$ cat src/hdl/cgic_defs.vh
// Purpose: Register map and constants for the caption/contact-bit controller
// Assumes: Avalon-MM slave, 32-bit data, word-aligned byte addresses
// Notes: Definitions only
`ifndef CGIC_DEFS_VH
`define CGIC_DEFS_VH

// ==========================================================
// Register byte offsets
`define CGIC_OFS_STATUS 6'h00
`define CGIC_OFS_LINES 6'h04
`define CGIC_OFS_OPTIONS 6'h08
`define CGIC_OFS_META 6'h0c
`define CGIC_OFS_LANG 6'h10
`define CGIC_OFS_GPI 6'h14
`define CGIC_OFS_GPLINES 6'h18
`define CGIC_OFS_MAPPING 6'h1c
`define CGIC_OFS_RXBITS 6'h20

// ==========================================================
// Field positions and codes
`define CGIC_OUT_NORMAL 2'h0
`define CGIC_OUT_CLEAN 2'h1
`define CGIC_OUT_BURN 2'h2
`define CGIC_MODE_NORMAL 2'h0
`define CGIC_MODE_PERM_F0 2'h1
`define CGIC_MODE_PERM_F1 2'h2
`define CGIC_MODE_PERM_BOTH 2'h3
`define CGIC_SVC_MIN 6'h01
`define CGIC_SVC_MAX 6'h3f
`define CGIC_TIMEOUT_MAX 4'hf

// ==========================================================
// Reset values and unmapped read word
`define CGIC_RST_LANG 24'h656e67
`define CGIC_RST_SVC 6'h01
`define CGIC_RST_MAPPING 32'h0000_e4e4
`define CGIC_RST_UNMAPPED 32'hdead_beef

// ==========================================================
// Timing
`define CGIC_CLK_HZ 10000000
`define CGIC_DEBOUNCE_NS 1000000
`define CGIC_CLK_NS 100
`define CGIC_DEBOUNCE_CYC (`CGIC_DEBOUNCE_NS / `CGIC_CLK_NS)

`endif

$ cat src/hdl/cgic_ctrl.v
// Purpose: Per-channel caption insert and contact-bit controller
// Assumes: One clock, inputs synchronous except raw contacts
// Notes: Video datapath lives outside; this block steers it
`timescale 1ns/1ps
`default_nettype none
`include "cgic_defs.vh"

// Operation
// [RULE1] Report measured format and lock, read-only
// [RULE2] Programmable HD and SD caption lines
// [RULE3] Select clean/monitor output arrangement
// [RULE4] Blank captions from none or one contact
// [RULE5] Per-input transmit polarity
// [RULE6] Per-output receive polarity
// [RULE7] Each output picks any received bit
// [RULE8] Map transmit pins to encoded bits
// [RULE9] Encode contact bits only when enabled
// [RULE10] Timeout in seconds, zero to fifteen
// [RULE11] Normal mode reverts after timeout; permanent keeps
// [RULE12] Separate SD and HD contact-data lines
// [RULE13] Service number accepts only 1 to 63
// [RULE14] Analog field even first, odd second
// [RULE15] Aspect ratio flag output
// [RULE16] Easy-reader flag output
// [RULE17] Analog or digital caption flag
// [RULE18] Programmable language code, default eng
// [RULE19] Suppress caption insert without packets
// [RULE20] Optional ancillary captions in SD
// [RULE21] Decoder output packaged or raw
// [RULE22] Optionally omit digital packets from decoder
// [RULE23] Synchronise and debounce contact inputs
module cgic_ctrl #(
    parameter DEBOUNCE_CYC = `CGIC_DEBOUNCE_CYC,
    parameter SECOND_CYC = `CGIC_CLK_HZ
) (
    // Clock and reset
    input wire clk,
    input wire reset_n,
    // Avalon-MM slave
    input wire [5:0] avs_address,
    input wire avs_read,
    input wire avs_write,
    input wire [31:0] avs_writedata,
    input wire [3:0] avs_byteenable,
    output reg [31:0] avs_readdata,
    output wire avs_waitrequest,
    // Measured video state
    input wire [7:0] video_format,
    input wire video_locked,
    input wire video_is_hd,
    input wire field_second,
    input wire packets_present,
    input wire new_encode_data,
    // Received bits, first channel in [3:0], second in [7:4]
    input wire [7:0] received_bit_outputs,
    // External contacts
    input wire [3:0] contact_input,
    output reg [3:0] contact_output,
    // Control toward the video path
    output reg [10:0] caption_line,
    output reg [10:0] gp_line,
    output reg channel_clean_output,
    output reg channel_monitor_output,
    output reg caption_blank,
    output reg caption_insert_en,
    output reg sd_anc_insert_en,
    output reg [3:0] transmit_bit_inputs,
    output reg [3:0] second_transmit_bits,
    output reg gp_insert_en,
    output reg aspect_wide,
    output reg easy_reader,
    output reg digital_type,
    output reg analog_field_odd,
    output reg [5:0] service_number,
    output reg [23:0] language_code,
    output reg decoder_raw,
    output reg decoder_omit_digital
);

    // ======================================================
    // Configuration registers
    reg [10:0] hd_line_reg;
    reg [10:0] sd_caption_line_reg;
    reg [1:0] out_sel_reg;
    reg [2:0] blank_sel_reg;
    reg no_cdp_off_reg;
    reg sd_anc_reg;
    reg raw_fmt_reg;
    reg omit_dig_reg;
    reg easy_reg;
    reg aspect_reg;
    reg digital_reg;
    reg [5:0] svc_reg;
    reg [23:0] lang_reg;
    reg [3:0] tx_pol_reg;
    reg [3:0] rx_pol_reg;
    reg gp_en_reg;
    reg [3:0] timeout_reg;
    reg [1:0] mode_reg;
    reg [10:0] gp_sd_line_reg;
    reg [10:0] gp_hd_line_reg;
    reg [31:0] mapping_reg;
    reg svc_reject_reg;
    reg timed_out_reg;
    reg [3:0] contact_level_reg;
    reg rd_wait_reg;

    wire wr_strobe = avs_write;
    // Writes answer at once; reads stall one cycle
    assign avs_waitrequest = avs_read && !rd_wait_reg;

    // ======================================================
    // Register writes
    always @(posedge clk or negedge reset_n) begin
        if (!reset_n) begin
            hd_line_reg <= 11'h000;
            sd_caption_line_reg <= 11'h000;
            out_sel_reg <= `CGIC_OUT_NORMAL;
            blank_sel_reg <= 3'h0;
            no_cdp_off_reg <= 1'b0;
            sd_anc_reg <= 1'b0;
            raw_fmt_reg <= 1'b0;
            omit_dig_reg <= 1'b0;
            easy_reg <= 1'b0;
            aspect_reg <= 1'b0;
            digital_reg <= 1'b0;
            svc_reg <= `CGIC_RST_SVC;
            svc_reject_reg <= 1'b0;
            lang_reg <= `CGIC_RST_LANG;
            tx_pol_reg <= 4'h0;
            rx_pol_reg <= 4'hf;
            gp_en_reg <= 1'b0;
            timeout_reg <= 4'h0;
            mode_reg <= `CGIC_MODE_NORMAL;
            gp_sd_line_reg <= 11'h000;
            gp_hd_line_reg <= 11'h000;
            mapping_reg <= `CGIC_RST_MAPPING;
        end else if (wr_strobe) begin
            case (avs_address)
                `CGIC_OFS_LINES: begin
                    hd_line_reg <= avs_writedata[10:0]; // RULE2
                    sd_caption_line_reg <= avs_writedata[26:16];
                end
                `CGIC_OFS_OPTIONS: begin
                    if (avs_writedata[1:0] != 2'h3) begin
                        out_sel_reg <= avs_writedata[1:0]; // RULE3
                    end
                    if (avs_writedata[6:4] <= 3'h4) begin
                        blank_sel_reg <= avs_writedata[6:4]; // RULE4
                    end
                    no_cdp_off_reg <= avs_writedata[8]; // RULE19
                    sd_anc_reg <= avs_writedata[9]; // RULE20
                    raw_fmt_reg <= avs_writedata[10]; // RULE21
                    omit_dig_reg <= avs_writedata[11]; // RULE22
                end
                `CGIC_OFS_META: begin
                    easy_reg <= avs_writedata[0]; // RULE16
                    aspect_reg <= avs_writedata[1]; // RULE15
                    digital_reg <= avs_writedata[2]; // RULE17
                    // Out-of-range numbers leave the old value
                    if (avs_writedata[13:8] >= `CGIC_SVC_MIN &&
                        avs_writedata[13:8] <= `CGIC_SVC_MAX) begin
                        svc_reg <= avs_writedata[13:8]; // RULE13
                        svc_reject_reg <= 1'b0;
                    end else begin
                        svc_reject_reg <= 1'b1; // RULE13
                    end
                end
                `CGIC_OFS_LANG: begin
                    lang_reg <= avs_writedata[23:0]; // RULE18
                end
                `CGIC_OFS_GPI: begin
                    tx_pol_reg <= avs_writedata[3:0]; // RULE5
                    rx_pol_reg <= avs_writedata[7:4]; // RULE6
                    gp_en_reg <= avs_writedata[8]; // RULE9
                    timeout_reg <= avs_writedata[15:12]; // RULE10
                    mode_reg <= avs_writedata[17:16]; // RULE11
                end
                `CGIC_OFS_GPLINES: begin
                    gp_sd_line_reg <= avs_writedata[10:0]; // RULE12
                    gp_hd_line_reg <= avs_writedata[26:16];
                end
                `CGIC_OFS_MAPPING: begin
                    mapping_reg <= avs_writedata; // RULE7 RULE8
                end
                default: begin
                    svc_reject_reg <= svc_reject_reg;
                end
            endcase
        end
    end

    // ======================================================
    // Register reads; status is read-only, writes ignored
    always @(posedge clk or negedge reset_n) begin
        if (!reset_n) begin
            avs_readdata <= 32'h0000_0000;
        end else if (avs_waitrequest) begin
            case (avs_address)
                `CGIC_OFS_STATUS: avs_readdata <= {21'h0, timed_out_reg,
                    svc_reject_reg, video_locked, video_format}; // RULE1
                `CGIC_OFS_LINES: avs_readdata <= {5'h0, sd_caption_line_reg,
                    5'h0, hd_line_reg};
                `CGIC_OFS_OPTIONS: avs_readdata <= {20'h0, omit_dig_reg,
                    raw_fmt_reg, sd_anc_reg, no_cdp_off_reg, 1'b0,
                    blank_sel_reg, 2'h0, out_sel_reg};
                `CGIC_OFS_META: avs_readdata <= {18'h0, svc_reg, 5'h0,
                    digital_reg, aspect_reg, easy_reg};
                `CGIC_OFS_LANG: avs_readdata <= {8'h0, lang_reg};
                `CGIC_OFS_GPI: avs_readdata <= {14'h0, mode_reg,
                    timeout_reg, 3'h0, gp_en_reg, rx_pol_reg, tx_pol_reg};
                `CGIC_OFS_GPLINES: avs_readdata <= {5'h0, gp_hd_line_reg,
                    5'h0, gp_sd_line_reg};
                `CGIC_OFS_MAPPING: avs_readdata <= mapping_reg;
                `CGIC_OFS_RXBITS: avs_readdata <= {20'h0, contact_level_reg,
                    received_bit_outputs};
                default: avs_readdata <= `CGIC_RST_UNMAPPED;
            endcase
        end
    end

    // Read wait state: registered word must stand
    // at the edge that accepts the read
    always @(posedge clk or negedge reset_n) begin
        if (!reset_n) begin
            rd_wait_reg <= 1'b0;
        end else begin
            rd_wait_reg <= avs_waitrequest;
        end
    end

    // ======================================================
    // Contact synchroniser and debounce, one per input
    genvar gi;
    generate
        for (gi = 0; gi < 4; gi = gi + 1) begin : g_contact
            reg sync0_reg;
            reg sync1_reg;
            reg [31:0] stable_cnt_reg;
            always @(posedge clk or negedge reset_n) begin
                if (!reset_n) begin
                    sync0_reg <= 1'b1;
                    sync1_reg <= 1'b1;
                    stable_cnt_reg <= 32'h0;
                    contact_level_reg[gi] <= 1'b1;
                end else begin
                    sync0_reg <= contact_input[gi]; // RULE23
                    sync1_reg <= sync0_reg;
                    // Level must hold steady to beat contact bounce
                    if (sync1_reg == contact_level_reg[gi]) begin
                        stable_cnt_reg <= 32'h0;
                    end else if (stable_cnt_reg >= DEBOUNCE_CYC - 1) begin
                        contact_level_reg[gi] <= sync1_reg; // RULE23
                        stable_cnt_reg <= 32'h0;
                    end else begin
                        stable_cnt_reg <= stable_cnt_reg + 32'h1;
                    end
                end
            end
        end
    endgenerate

    // Polarity: clear bit means low (closed) is asserted
    wire [3:0] tx_asserted = contact_level_reg ~^ tx_pol_reg; // RULE5

    // ======================================================
    // Insertion timeout, whole seconds
    reg [31:0] sec_cnt_reg;
    reg [3:0] secs_reg;
    always @(posedge clk or negedge reset_n) begin
        if (!reset_n) begin
            sec_cnt_reg <= 32'h0;
            secs_reg <= 4'h0;
            timed_out_reg <= 1'b0;
        end else if (new_encode_data || !gp_en_reg) begin
            sec_cnt_reg <= 32'h0;
            secs_reg <= 4'h0;
            timed_out_reg <= 1'b0;
        end else if (secs_reg >= timeout_reg) begin
            // Zero seconds expires at once
            timed_out_reg <= 1'b1; // RULE10
        end else if (sec_cnt_reg >= SECOND_CYC - 1) begin
            sec_cnt_reg <= 32'h0;
            secs_reg <= secs_reg + 4'h1;
        end else begin
            sec_cnt_reg <= sec_cnt_reg + 32'h1;
        end
    end

    // Permanent modes ignore the timeout; field modes pick a field
    reg insert_now;
    always @* begin
        case (mode_reg)
            `CGIC_MODE_NORMAL: insert_now = !timed_out_reg; // RULE11
            `CGIC_MODE_PERM_F0: insert_now = !field_second;
            `CGIC_MODE_PERM_F1: insert_now = field_second;
            default: insert_now = 1'b1;
        endcase
    end

    // ======================================================
    // Mapping: each 2-bit field selects a transmit lane; receive picks use 3-bit fields
    reg [3:0] map_a;
    reg [3:0] map_b;
    reg [3:0] rx_pick;
    integer k;
    always @* begin
        map_a = 4'h0;
        map_b = 4'h0;
        rx_pick = 4'h0;
        for (k = 0; k < 4; k = k + 1) begin
            map_a[k] = tx_asserted[mapping_reg[2*k +: 2]]; // RULE8
            map_b[k] = tx_asserted[mapping_reg[8 + 2*k +: 2]];
            // Three-bit select spans both channels
            rx_pick[k] = received_bit_outputs[mapping_reg[16 + 3*k +: 3]]; // RULE7
        end
    end

    // ======================================================
    // Output drive
    always @(posedge clk or negedge reset_n) begin
        if (!reset_n) begin
            contact_output <= 4'h0;
            caption_line <= 11'h000;
            gp_line <= 11'h000;
            channel_clean_output <= 1'b1;
            // Reset matches the normal arrangement
            channel_monitor_output <= 1'b1;
            caption_blank <= 1'b0;
            caption_insert_en <= 1'b0;
            sd_anc_insert_en <= 1'b0;
            transmit_bit_inputs <= 4'h0;
            second_transmit_bits <= 4'h0;
            gp_insert_en <= 1'b0;
            aspect_wide <= 1'b0;
            easy_reader <= 1'b0;
            digital_type <= 1'b0;
            analog_field_odd <= 1'b0;
            service_number <= `CGIC_RST_SVC;
            language_code <= `CGIC_RST_LANG;
            decoder_raw <= 1'b0;
            decoder_omit_digital <= 1'b0;
        end else begin
            // Active-high drives the set bit high
            contact_output <= ~(rx_pick ^ rx_pol_reg); // RULE6
            caption_line <= video_is_hd ? hd_line_reg :
                sd_caption_line_reg; // RULE2
            gp_line <= video_is_hd ? gp_hd_line_reg :
                gp_sd_line_reg; // RULE12
            channel_clean_output <= (out_sel_reg != `CGIC_OUT_BURN); // RULE3
            channel_monitor_output <= (out_sel_reg != `CGIC_OUT_CLEAN);
            // Select code minus one names the contact lane
            caption_blank <= (blank_sel_reg != 3'h0) &&
                tx_asserted[blank_sel_reg[1:0] - 2'h1]; // RULE4
            caption_insert_en <= !(no_cdp_off_reg && !packets_present); // RULE19
            sd_anc_insert_en <= sd_anc_reg && !video_is_hd; // RULE20
            transmit_bit_inputs <= map_a;
            second_transmit_bits <= map_b;
            gp_insert_en <= gp_en_reg && insert_now; // RULE9
            aspect_wide <= aspect_reg;
            easy_reader <= easy_reg;
            digital_type <= digital_reg;
            analog_field_odd <= field_second; // RULE14
            service_number <= svc_reg;
            language_code <= lang_reg;
            decoder_raw <= raw_fmt_reg;
            decoder_omit_digital <= omit_dig_reg;
        end
    end

endmodule
`default_nettype wire

$ cat config.mk
export PLATFORM = sky130hd
export DESIGN_NAME = cgic_ctrl
export DESIGN_NICKNAME = d
export VERILOG_FILES = /design/src/hdl/cgic_ctrl.v
export VERILOG_INCLUDE_DIRS = /design/src /design/src/hdl
export SDC_FILE = /design/constraint.sdc
export NUM_CORES = 1
export LEC_CHECK = 0
export BUFFER_PORTS_ARGS = -buffer_cell sky130_fd_sc_hd__buf_4
export CORE_MARGIN = 1
export CORE_UTILIZATION = 40
export DETAILED_ROUTE_END_ITERATION = 6
export PLACE_DENSITY = 0.66
export SYNTH_ARGS = -nofsm -noshare
export SYNTH_HDL_FRONTEND = slang
export SYNTH_SLANG_ARGS = --single-unit
$ cat constraint.sdc
create_clock -name clk -period 2.6 [get_ports clk]
set_input_delay 0.26 -clock clk [delete_from_list [all_inputs] [get_ports clk]]
set_output_delay 0.26 -clock clk [all_outputs]
set_load 0.1 [all_outputs]
==> out/results.ini <==
[timing]
rsz0062_at_grt = no
slew_viol_final = 0
worstMarginPinSlew_ns = 0.940
fin_crit_sh = 0.910
setup_viol_count_final = 0
max_freq_mhz = 423
finClkSkew_ns = 0.0119
fin_ws_ns = 0.234
fin_crit_ns = 2.37
max_slew_margin = 0.369
setup_tns_ns = 0
finalHoldViolCount = 0

[critical_path]
crit_family = simple AND/OR/NAND/NOR gates
worst_ep_required_time_ns = 3.03
cp_slowest_cell = dfrtp_1
worstPathMaxFanout = 5
crit_chain = inv_1 -> ha_1 -> nand2b_1 -> a2111oi_4 -> buf_4 -> o21ai_0 -> and3_1 -> or3_1
critPathArrivalTime_ns = 2.80
cp-start-kind = flop
critical-path-max-stage-delay_ns = 0.42
worst_setup_path_end_kind = flop
critPathKind = reg2reg
crit_buf_inv = 2

[grt]
grt_max_degree = 85
overflow = 0
first_global_vias = 12289
grt_pass1_wl_um = 69900
grt.total_usage = 0.206
antenna_found_initial = 5

[route]
top_layer_used = met5
antenna_left = 0
drtIter0Drc = 1016
first_pass_iters = 7
wirelength_um = 44800
route.met2.wl_um = 21700
via_per_inst = 5.41
routedWlPerCell_um = 20.2
wl_met3_um = 3230
drc_errors = 0
vias = 12019
wl_met1_um = 18500

[placed_design]
port_buffers = 175
dpl.hpwl_um = 31300
dpl_worst_slack_ns = 0.254
routabilityCongestion = 0.866
placed_cell_area_mm2 = 0.0197

[run_status]
outcome = finished clean

[clocking]
cts_root_buf = clkbuf_16
insertion_delay_ns = 0.55
postCtsSetupBuffers = 0
htreeDepth = 2
cts.sinks = 420
cts_tree = yes
max-clock-path-buffers = 3
numCtsBuffers = 44
cts.repair.resized = 0
cts.clk_slew.worst_paths_ns = 0.06

[synth]
yosysSeqAreaShare = 0.613
synthArstFlopShare = 1.00
yosysMostFrequentCell = dfrtp_1
yosys_warnings = 0
ys_seq_elements = 420
synth_edf_count = 0
synthDistinctLibCells = 72
syn_inst = 1328
yosys_most_used_dff = dfrtp_1
yosysTopAreaCell = dfrtp_1
yosysTopAreaCellShare = 0.528
yosys-top-cells-area = dfrtp_1 53%, mux2_2 8.7%, dfstp_2 8.5%
synth_area_per_cell_um2 = 13.0
ys_top_cells_by_count = 364 x dfrtp_1, 133 x mux2_2, 124 x nor2_1
netlist_area_mm2 = 0.0173

[pwr]
p_seq_frac = 0.443
p_comb_frac = 0.202
p_int_w = 0.0117
p_sw_frac = 0.320
peakVddDrop_mv = 0.542
p_clk_frac = 0.354
power.total_w = 0.0172
netSwitchingPower_w = 0.00551
p_per_area_mw_per_mm2 = 802
p_leak_nw = 9.58

[floorplan]
coreArea_mm2 = 0.0422
pin_count = 180
dieArea_mm2 = 0.0440
die_w_um = 210
num_rows = 75
fp.dieH_um = 210
initial_core_util = 0.409

[worst_hold_path]
hp-class = in2reg

[final_layout]
fin_util = 0.509
n_antenna_cell = 0
drive_gt1_frac = 0.319
largest_register_ffs = 128
nets = 1729
syn2layout_area_growth_pct = 24.5
stdcell_area_mm2 = 0.0215

[run]
cap_viol_max_count = 0

[worst reg2reg max path, stage by stage (launching register included)]
cell and delay [ns]:
dfrtp_1 0.42, inv_1 0.09, ha_1 0.27, nand2b_1 0.18, a2111oi_4 0.38, buf_4 0.20, o21ai_0 0.13, and3_1 0.22
or3_1 0.36
[layer usage]
metal / track usage / up-vias
li1: - / 5425
met1: 0.268 / 6068
met2: 0.342 / 422
met3: 0.0446 / 94
met4: 0.0697 / 10
met5: 0 / -
[per-stage QoR]
stage	instances	hold WS, ns
floorplan	1399	-0.0356
global placement	2107	0.219
detailed placement	2107	0.216
CTS	2222	0.00947
global route	2222	0.0308
finish	2222	0.0280
[cell families after synthesis]
logic type | share of synthesized area
AO/OA/AOI/OAI | 0.0842
flip-flops | 0.613
XOR/XNOR | 0.0310
other | 0.000217
AND/OR/NAND/NOR | 0.108
adder cells (fa/ha/maj) | 0.00797
buffers and inverters | 0.0200
multiplexers | 0.136
[repair_timing]
item / 4_1_cts / 5_1_grt
hold endpoints to repair: 136 / 0
setup endpoints to repair: 0 / 0
hold buffers: 33 / 0
[cell type report]
cell class                 instances  area, µm²
clock inverter                    16        146
sequential                       420      10600
multi-input combinational        898       6620
timing repair buffer             258       2110
fill                            3623      20700
tap                              539        674
inverter                          25       93.8
clock buffer                      66       1260
[worst paths after layout]
path / from / end / slack (ns) / cells past startpoint
worst min register to register: g_contact[2].sync0_reg / g_contact[2].sync1_reg / 0.35 / 0
worst max register to register: secs_reg[0] / secs_reg[2] / 0.23 / 8
min in group asynchronous: reset_n / gp_line[8] / 0.23 / 2
worst max-delay path: secs_reg[0] / secs_reg[2] / 0.23 / 8
worst min-delay path: video_format[7] / avs_readdata[7] / 0.03 / 3
max in group asynchronous: reset_n / g_contact[2].sync0_reg / 1.55 / 3
[power by group through the flow]
stage	combinational, W	sequential [W]	clock [W]
after global routing	0.00363	0.00769	0.00649
after detailed placement	0.00346	0.00774	0
after floorplan	0.000710	0.00937	0
after global placement	0.00343	0.00773	0
final	0.00349	0.00764	0.00610
after CTS	0.00351	0.00764	0.00624
[cells in the final DEF, fill, tap and decap left out, types with 20 or more instances in the layout]
cell type / n
dfrtp_1: 364
buf_4: 217
mux2_2: 133
nor2_1: 124
conb_1: 72
nand2_1: 67
dfstp_2: 56
nand3_1: 50
clkbuf_16: 45
dlygate4sd3_1: 33
xor2_1: 31
xnor2_1: 30
o21ai_0: 30
nor4_1: 27
a31oi_1: 25
inv_1: 24
a21oi_1: 21
and3_1: 21
mux2_4: 20
a221oi_1: 20
Note: power is estimated with default switching activity, not from simulation.
